$ cat src/shared/pto_pkg.sv
`default_nettype none

package pto_pkg;

    localparam int NUM_REGS = 8;
    localparam int VAL_W    = 7;
    localparam int OVR_BIT  = 7;
    localparam int VAL_MSB  = 6;

    // Register offsets
    localparam logic [7:0] OFS_P0_CLK_POST  = 8'h43;
    localparam logic [7:0] OFS_P0_DATA_PREP = 8'h44;
    localparam logic [7:0] OFS_P0_DATA_ZERO = 8'h45;
    localparam logic [7:0] OFS_P0_DATA_TRL  = 8'h46;
    localparam logic [7:0] OFS_P0_DATA_EXIT = 8'h47;
    localparam logic [7:0] OFS_P0_LP_PULSE  = 8'h48;
    localparam logic [7:0] OFS_P1_CLK_PREP  = 8'h60;
    localparam logic [7:0] OFS_P1_CLK_ZERO  = 8'h61;

    // Value field reset values, equal to the automatic values at 800 Mbps
    localparam logic [6:0] RST_P0_CLK_POST  = 7'h0a;
    localparam logic [6:0] RST_P0_DATA_PREP = 7'h06;
    localparam logic [6:0] RST_P0_DATA_ZERO = 7'h0c;
    localparam logic [6:0] RST_P0_DATA_TRL  = 7'h08;
    localparam logic [6:0] RST_P0_DATA_EXIT = 7'h0b;
    localparam logic [6:0] RST_P0_LP_PULSE  = 7'h06;
    localparam logic [6:0] RST_P1_CLK_PREP  = 7'h05;
    localparam logic [6:0] RST_P1_CLK_ZERO  = 7'h1b;
    localparam logic       RST_OVERRIDE     = 1'h0;

    localparam logic [7:0] REG_OFS [NUM_REGS] = '{
        OFS_P0_CLK_POST, OFS_P0_DATA_PREP, OFS_P0_DATA_ZERO, OFS_P0_DATA_TRL,
        OFS_P0_DATA_EXIT, OFS_P0_LP_PULSE, OFS_P1_CLK_PREP, OFS_P1_CLK_ZERO};
    localparam logic [6:0] REG_RST [NUM_REGS] = '{
        RST_P0_CLK_POST, RST_P0_DATA_PREP, RST_P0_DATA_ZERO, RST_P0_DATA_TRL,
        RST_P0_DATA_EXIT, RST_P0_LP_PULSE, RST_P1_CLK_PREP, RST_P1_CLK_ZERO};

    // Lane rate selection and its multiple of 100 Mbps
    typedef enum logic [2:0] {
        RATE_400, RATE_800, RATE_1200, RATE_1500, RATE_1600
    } pto_rate_t;

    localparam logic [4:0] MULT_400  = 5'h04;
    localparam logic [4:0] MULT_800  = 5'h08;
    localparam logic [4:0] MULT_1200 = 5'h0c;
    localparam logic [4:0] MULT_1500 = 5'h0f;
    localparam logic [4:0] MULT_1600 = 5'h10;

    // Timing parameters handed to the transmitter timing logic
    typedef struct packed {
        logic [6:0] p1_clk_zero;
        logic [6:0] p1_clk_prep;
        logic [6:0] p0_lp_pulse;
        logic [6:0] p0_data_exit;
        logic [6:0] p0_data_trail;
        logic [6:0] p0_data_zero;
        logic [6:0] p0_data_prep;
        logic [6:0] p0_clk_post;
    } pto_timing_t;

endpackage

`default_nettype wire

$ cat src/hdl/pto_timing_regs.sv
// Operation
// - Port 0 clock-post time is the automatic value unless bit 7 is set, then bits 6:0.
// - Port 0 data-prepare time is the automatic value unless bit 7 is set, then bits 6:0.
// - Port 0 data-zero time is the automatic value unless bit 7 is set, then bits 6:0.
// - Port 0 data-trail time is the automatic value unless bit 7 is set, then bits 6:0.
// - Port 0 data-exit time is the automatic value unless bit 7 is set, then bits 6:0.
// - Port 0 low-power pulse time is the automatic value unless bit 7 is set, then bits 6:0.
// - Port 1 clock-prepare time is the automatic value unless bit 7 is set, then bits 6:0.
// - Port 1 clock-zero time is the automatic value unless bit 7 is set, then bits 6:0.
// - With override clear, value writes are ignored and reads return the automatic value.
// - With override set, the value field is read/write and drives the parameter.
// - Reset values equal the automatic values at the 800 Mbps lane rate.
//
// Design decision made here: the strobed register port.
`timescale 1ns/1ps
`default_nettype none

module pto_timing_regs (
    input  wire logic                 CLK,
    input  wire logic                 RESET_N,
    input  wire logic                 CE,
    input  wire pto_pkg::pto_rate_t   LANE_RATE,
    input  wire logic [7:0]           ADDR,
    input  wire logic [7:0]           WDATA,
    input  wire logic                 WR,
    input  wire logic                 RD,
    output logic [7:0]                RDATA,
    output pto_pkg::pto_timing_t      TIMING
);

    logic [6:0]          auto_q [pto_pkg::NUM_REGS];
    logic [6:0]          val_q  [pto_pkg::NUM_REGS];
    logic                ovr_q  [pto_pkg::NUM_REGS];
    logic [6:0]          eff    [pto_pkg::NUM_REGS];
    logic [7:0]          rdata_q;
    pto_pkg::pto_timing_t timing_q;
    logic                hit;
    logic [2:0]          hit_idx;

    function automatic logic [4:0] rate_mult(input pto_pkg::pto_rate_t rate);
        case (rate)
            pto_pkg::RATE_400:  rate_mult = pto_pkg::MULT_400;
            pto_pkg::RATE_800:  rate_mult = pto_pkg::MULT_800;
            pto_pkg::RATE_1200: rate_mult = pto_pkg::MULT_1200;
            pto_pkg::RATE_1500: rate_mult = pto_pkg::MULT_1500;
            pto_pkg::RATE_1600: rate_mult = pto_pkg::MULT_1600;
            default:            rate_mult = pto_pkg::MULT_800;
        endcase
    endfunction

    // Scale the 800 Mbps figure by the rate, rounding up so no interval shrinks
    function automatic logic [6:0] auto_value(input logic [6:0] base, input logic [4:0] mult);
        logic [11:0] prod;
        prod = 12'(base) * 12'(mult) + 12'h0007;
        auto_value = prod[9:3];
    endfunction

    function automatic logic [3:0] decode(input logic [7:0] addr);
        decode = 4'h0;
        for (int i = 0; i < pto_pkg::NUM_REGS; i++) begin
            if (addr == pto_pkg::REG_OFS[i]) begin
                decode = {1'b1, 3'(i)};
            end
        end
    endfunction

    assign {hit, hit_idx} = decode(ADDR);

    always_comb begin
        for (int i = 0; i < pto_pkg::NUM_REGS; i++) begin
            eff[i] = ovr_q[i] ? val_q[i] : auto_q[i];
        end
    end

    // Automatic values follow the selected lane rate in every cycle with CE high, and hold while CE is low
    always_ff @(posedge CLK or negedge RESET_N) begin
        if (!RESET_N) begin
            for (int i = 0; i < pto_pkg::NUM_REGS; i++) begin
                auto_q[i] <= pto_pkg::REG_RST[i];
            end
        end else if (CE) begin
            for (int i = 0; i < pto_pkg::NUM_REGS; i++) begin
                auto_q[i] <= auto_value(pto_pkg::REG_RST[i], rate_mult(LANE_RATE));
            end
        end
    end

    // Override bits always writable
    always_ff @(posedge CLK or negedge RESET_N) begin
        if (!RESET_N) begin
            for (int i = 0; i < pto_pkg::NUM_REGS; i++) begin
                ovr_q[i] <= pto_pkg::RST_OVERRIDE;
            end
        end else if (CE && WR && hit) begin
            ovr_q[hit_idx] <= WDATA[pto_pkg::OVR_BIT];
        end
    end

    // Software value lands only when the same write leaves override set
    always_ff @(posedge CLK or negedge RESET_N) begin
        if (!RESET_N) begin
            for (int i = 0; i < pto_pkg::NUM_REGS; i++) begin
                val_q[i] <= pto_pkg::REG_RST[i];
            end
        end else if (CE && WR && hit && WDATA[pto_pkg::OVR_BIT]) begin
            val_q[hit_idx] <= WDATA[pto_pkg::VAL_MSB:0];
        end
    end

    // Read data stands for the one cycle after the read strobe
    always_ff @(posedge CLK or negedge RESET_N) begin
        if (!RESET_N) begin
            rdata_q <= 8'h00;
        end else if (CE) begin
            if (RD && hit) begin
                rdata_q <= {ovr_q[hit_idx], eff[hit_idx]};
            end else begin
                rdata_q <= 8'h00;
            end
        end
    end

    always_ff @(posedge CLK or negedge RESET_N) begin
        if (!RESET_N) begin
            timing_q <= '{pto_pkg::RST_P1_CLK_ZERO, pto_pkg::RST_P1_CLK_PREP,
                          pto_pkg::RST_P0_LP_PULSE, pto_pkg::RST_P0_DATA_EXIT,
                          pto_pkg::RST_P0_DATA_TRL, pto_pkg::RST_P0_DATA_ZERO,
                          pto_pkg::RST_P0_DATA_PREP, pto_pkg::RST_P0_CLK_POST};
        end else if (CE) begin
            timing_q.p0_clk_post   <= eff[0];
            timing_q.p0_data_prep  <= eff[1];
            timing_q.p0_data_zero  <= eff[2];
            timing_q.p0_data_trail <= eff[3];
            timing_q.p0_data_exit  <= eff[4];
            timing_q.p0_lp_pulse   <= eff[5];
            timing_q.p1_clk_prep   <= eff[6];
            timing_q.p1_clk_zero   <= eff[7];
        end
    end

    assign RDATA  = rdata_q;
    assign TIMING = timing_q;
endmodule

`default_nettype wire

$ cat config.mk
export PLATFORM = sky130hd
export DESIGN_NAME = pto_timing_regs
export DESIGN_NICKNAME = d
export VERILOG_FILES = /design/src/shared/pto_pkg.sv /design/src/hdl/pto_timing_regs.sv
export SDC_FILE = /design/constraint.sdc
export NUM_CORES = 1
export LEC_CHECK = 0
export BUFFER_PORTS_ARGS = -buffer_cell sky130_fd_sc_hd__clkbuf_2
export CAP_MARGIN = 20
export CORE_MARGIN = 5
export CORE_UTILIZATION = 59
export CTS_CLUSTER_SIZE = 30
export DETAILED_ROUTE_END_ITERATION = 10
export MAX_ROUTING_LAYER = met4
export PLACE_DENSITY = 0.8
export SYNTH_ARGS = -nofsm -noshare
export SYNTH_HDL_FRONTEND = slang
export SYNTH_SLANG_ARGS = --single-unit
$ cat constraint.sdc
create_clock -name CLK -period 2.35 [get_ports CLK]
set_input_delay 0.47 -clock CLK [delete_from_list [all_inputs] [get_ports CLK]]
set_output_delay 0.47 -clock CLK [all_outputs]
set_load 0.01 [all_outputs]
==> results.tsv <==
stage	metric	value	unit
logic_synthesis	synth_warnings	0	
floorplanning	core	13930	um^2
routing	via_per_inst	6.050	
logic_synthesis	yosysTopAreaCell	dfrtp_1	
worst_setup_path	crit_path_end_kind	flip-flop	
worst_setup_path	cp_data_arrival_time	2.67	ns
routing	antenna_left	0	
floorplanning	dieHeight	129.3	um
logic_synthesis	synth_adder_area_share	4.770	%
clocking	cts_tree	yes	
clocking	clockBufferDepth	2	
outcome	status	complete, but fails checks	
placement	place_congestion	0.9293	
clocking	clkTransAtPathRegs	0.06	ns
clocking	cts.sinks	166	
logic_synthesis	synth_cells	750	
routing	first_pass_iters	5	
logic_synthesis	synth_compound_area_share	11.15	%
clocking	clk_latency	0.44	ns
final_layout	nNetsFinal	966	
routing	post-route-drc-count	0	
global_routing	grt_pass1_wl	38340	um
logic_synthesis	synth_seq_area_share	50.24	%
logic_synthesis	synthMuxAreaShare	18.65	%
placement	post-dp-hpwl	17760	um
outcome	violations	negative setup slack	
sta	min_period_over_period	101.5	%
worst_setup_path	cp_max_fo	5	
floorplanning	die-area	16710	um^2
placement	place_ws	-0.6241	ns
sta	holdWs	0.01939	ns
power	p_leak	4.860	nW
final_layout	seqCellArea	4217	um^2
sta	hold_violations	0	
logic_synthesis	yosys_most_used_dff	dfrtp_1	
job	maxCapViolations	0	
logic_synthesis	yosys.area_share.simple	9.854	%
hold_path	holdCritPathClass	in -> async	
logic_synthesis	synth_edf_count	0	
worst_setup_path	r2r_slack	0.27	ns
sta	fmax	419.4	MHz
logic_synthesis	synth.avg_cell_area	11.19	um^2
global_routing	grt_max_degree	170	
power	power_density	704.8	nW/um^2
final_layout	area_growth	27.71	%
routing	drt-total-wl	24370	um
logic_synthesis	synthArstFlopShare	100.0	%
routing	drtIter0Drc	666	
worst_setup_path	setup.worst_path.start	LANE_RATE[1]	
global_routing	antenna_found_initial	0	
final_layout	fillCellCount	910	
placement	io_buffers	87	
routing	vias	6691	
floorplanning	ios	88	
sta	maxSlewViolCount	0	
worst_setup_path	r2r-end	RDATA[6]$_DFFE_PN0P_	
power	ir_drop	0.4565	mV
global_routing	overflow	0	
floorplanning	rows	43	
global_routing	grt_pass1_vias	6901	
sta	worstMarginPinSlew	0.7531	ns
floorplanning	initial_core_util	60.23	%
worst_setup_path	worst_setup_path_start_kind	input pin	
clocking	htree_levels	4	
final_layout	utilization	76.92	%
final_layout	multi_input_comb_area	4212	um^2
logic_synthesis	synthesis.area	8393	um^2
clocking	clock-root-buffer	clkbuf_16	
worst_setup_path	reg2reg_depth	6	
sta	maxSlewHeadroom	49.80	%
routing	wire_per_inst	22.03	um
logic_synthesis	synth_top_family_by_area	multiplexers	
sta	fin_ws	-0.03440	ns
sta	rsz0062_at_grt	true	
logic_synthesis	yosys_register_bits	166	
final_layout	drive_above_1_share	42.87	%
logic_synthesis	yosysUniqueCellTypes	55	
sta	setup_viol	1	
logic_synthesis	synth_top_area_share	34.59	%
global_routing	grt.total_usage	31.25	%
floorplanning	die_w	129.3	um
sta	clock_skew	0.01342	ns
logic_synthesis	synth.area.top_cells	dfrtp_1 (35%), dfstp_2 (16%), mux2_2 (12%), mux2i_1 (6.4%), a21oi_1 (4.6%)	
worst_setup_path	required	2.64	ns
final_layout	n_antenna_cell	0	
logic_synthesis	synth_xor_area_share	1.983	%
clocking	cts_made_buffers	17	
sta	period_needed	2.384	ns
worst_setup_path	r2r_start	ovr_q[0]$_DFFE_PN0P_	
worst_setup_path	crit_type	in -> reg	
[what timing repair did]
action,4_1_cts,5_1_grt
hold buffers,0,0
gates cloned,0,0
gates resized for setup,14,12
setup buffers,3,3
pin swaps,4,4
endpoints found under the setup margin,4,4
[worst max-delay path by stage]
stage                                         to  depth (start not counted)  slack, ns
after global routing       auto_q[6]$_DFFE_PN0P_                         12      -0.09
after detailed placement  auto_q[26]$_DFFE_PN0P_                         13      -0.62
final                      auto_q[6]$_DFFE_PN0P_                         12      -0.03
after global placement    auto_q[26]$_DFFE_PN0P_                         13      -0.52
after floorplan            auto_q[6]$_DFFE_PN0P_                         12      -0.38
after CTS                  auto_q[6]$_DFFE_PN0P_                         12      0.007
[area by class of cell]
cell class	count	area share (%)
clock buffer	19	4.226
clock inverter	13	1.471
inverter	28	1.051
multi-input combinational	515	39.29
sequential	166	39.34
tap	180	2.101
timing repair buffer	185	12.52
[layout by cell type (no fill, tap or decap), drive strengths merged, types with 4 or more instances in the layout]
cell    instances
o22ai          11
mux2i          54
o21ai          30
a31oi           4
xnor2          15
a21oi          78
nand2          22
dfstp          50
buf           102
conb            4
fa              5
mux2           91
a211oi          4
nor3            4
nor2b          10
clkbuf        102
dfrtp         116
xor2            4
nand2b          4
inv            34
nor2           85
nand3          16
a221oi          4
ha             24
o32ai           6
nand4           4
and3            4
[worst max-delay path, cell delays in order]
cell	delay [ns]
clkbuf_8	0.13
nor2_4	0.16
inv_4	0.07
ha_4	0.17
fa_2	0.58
ha_4	0.22
ha_4	0.28
a21oi_4	0.06
o21ai_2	0.12
a41oi_2	0.13
xnor2_1	0.20
a21oi_1	0.09
[metrics by stage]
step / std cells / setup TNS [ns] / cell area [um^2] / total power [mW]
floorplan: 752 / -5.922 / 8691 / 3.994
global placement: 1068 / -19.03 / 9988 / 4.589
detailed placement: 1068 / -22.12 / 9988 / 4.641
CTS: 1103 / 0 / 10670 / 7.532
global route: 1106 / -0.1437 / 10720 / 7.804
finish: 1106 / -0.03440 / 10720 / 7.555
[report_power, final]
group,internal [mW],switching [mW],leakage [nW]
combinational,0.572,0.756,2.52
sequential,3.16,0.166,2.04
clock,1.66,1.24,0.297
[registers in the layout, indices dropped and copies added, names as in the netlist]
signal and cells:
TIMING 56, RDATA 8, ovr_q 8, val_q 56
auto_q 38
[Yosys cell counts (3+ instances only)]
cell      number
a221oi_1       4
fa_1           5
nor3_1         4
o22ai_1       11
buf_2          6
o21a_1         3
clkbuf_1      33
mux2i_1       54
a211oi_1       4
ha_1          24
nor2_4         6
xor2_1         4
a32oi_1        3
buf_1          4
nand3_1       14
dfstp_2       50
nor2b_1       10
nor3b_1        3
nor4b_1        3
mux2_2        91
o32ai_1        6
nand2_1       22
nor2_1        79
dfrtp_1      116
nand2b_1       4
and3_1         4
a31oi_1        4
inv_1         27
a21oi_1       77
o21ai_0       26
xnor2_1       15
[metal layers]
metal,up-vias,track usage [%],part of all wire [%]
met2,283,48.90,48
met1,3368,40.24,42
met3,50,6.719,7.1
met4,0,11.86,2.8
li1,2990,-,-
met5,-,-,0
[kinds of logic after synthesis]
| group | Yosys count |
|---|---|
| DFF | 166 |
| and+or+nand+nor | 162 |
| AOI/OAI and AO/OA | 156 |
| muxes | 145 |
| buffers and inverters | 71 |
| adders and majority gates | 29 |
| xor gates and xnor gates | 19 |
| other | 2 |
Note: power is estimated with default switching activity, not from simulation.
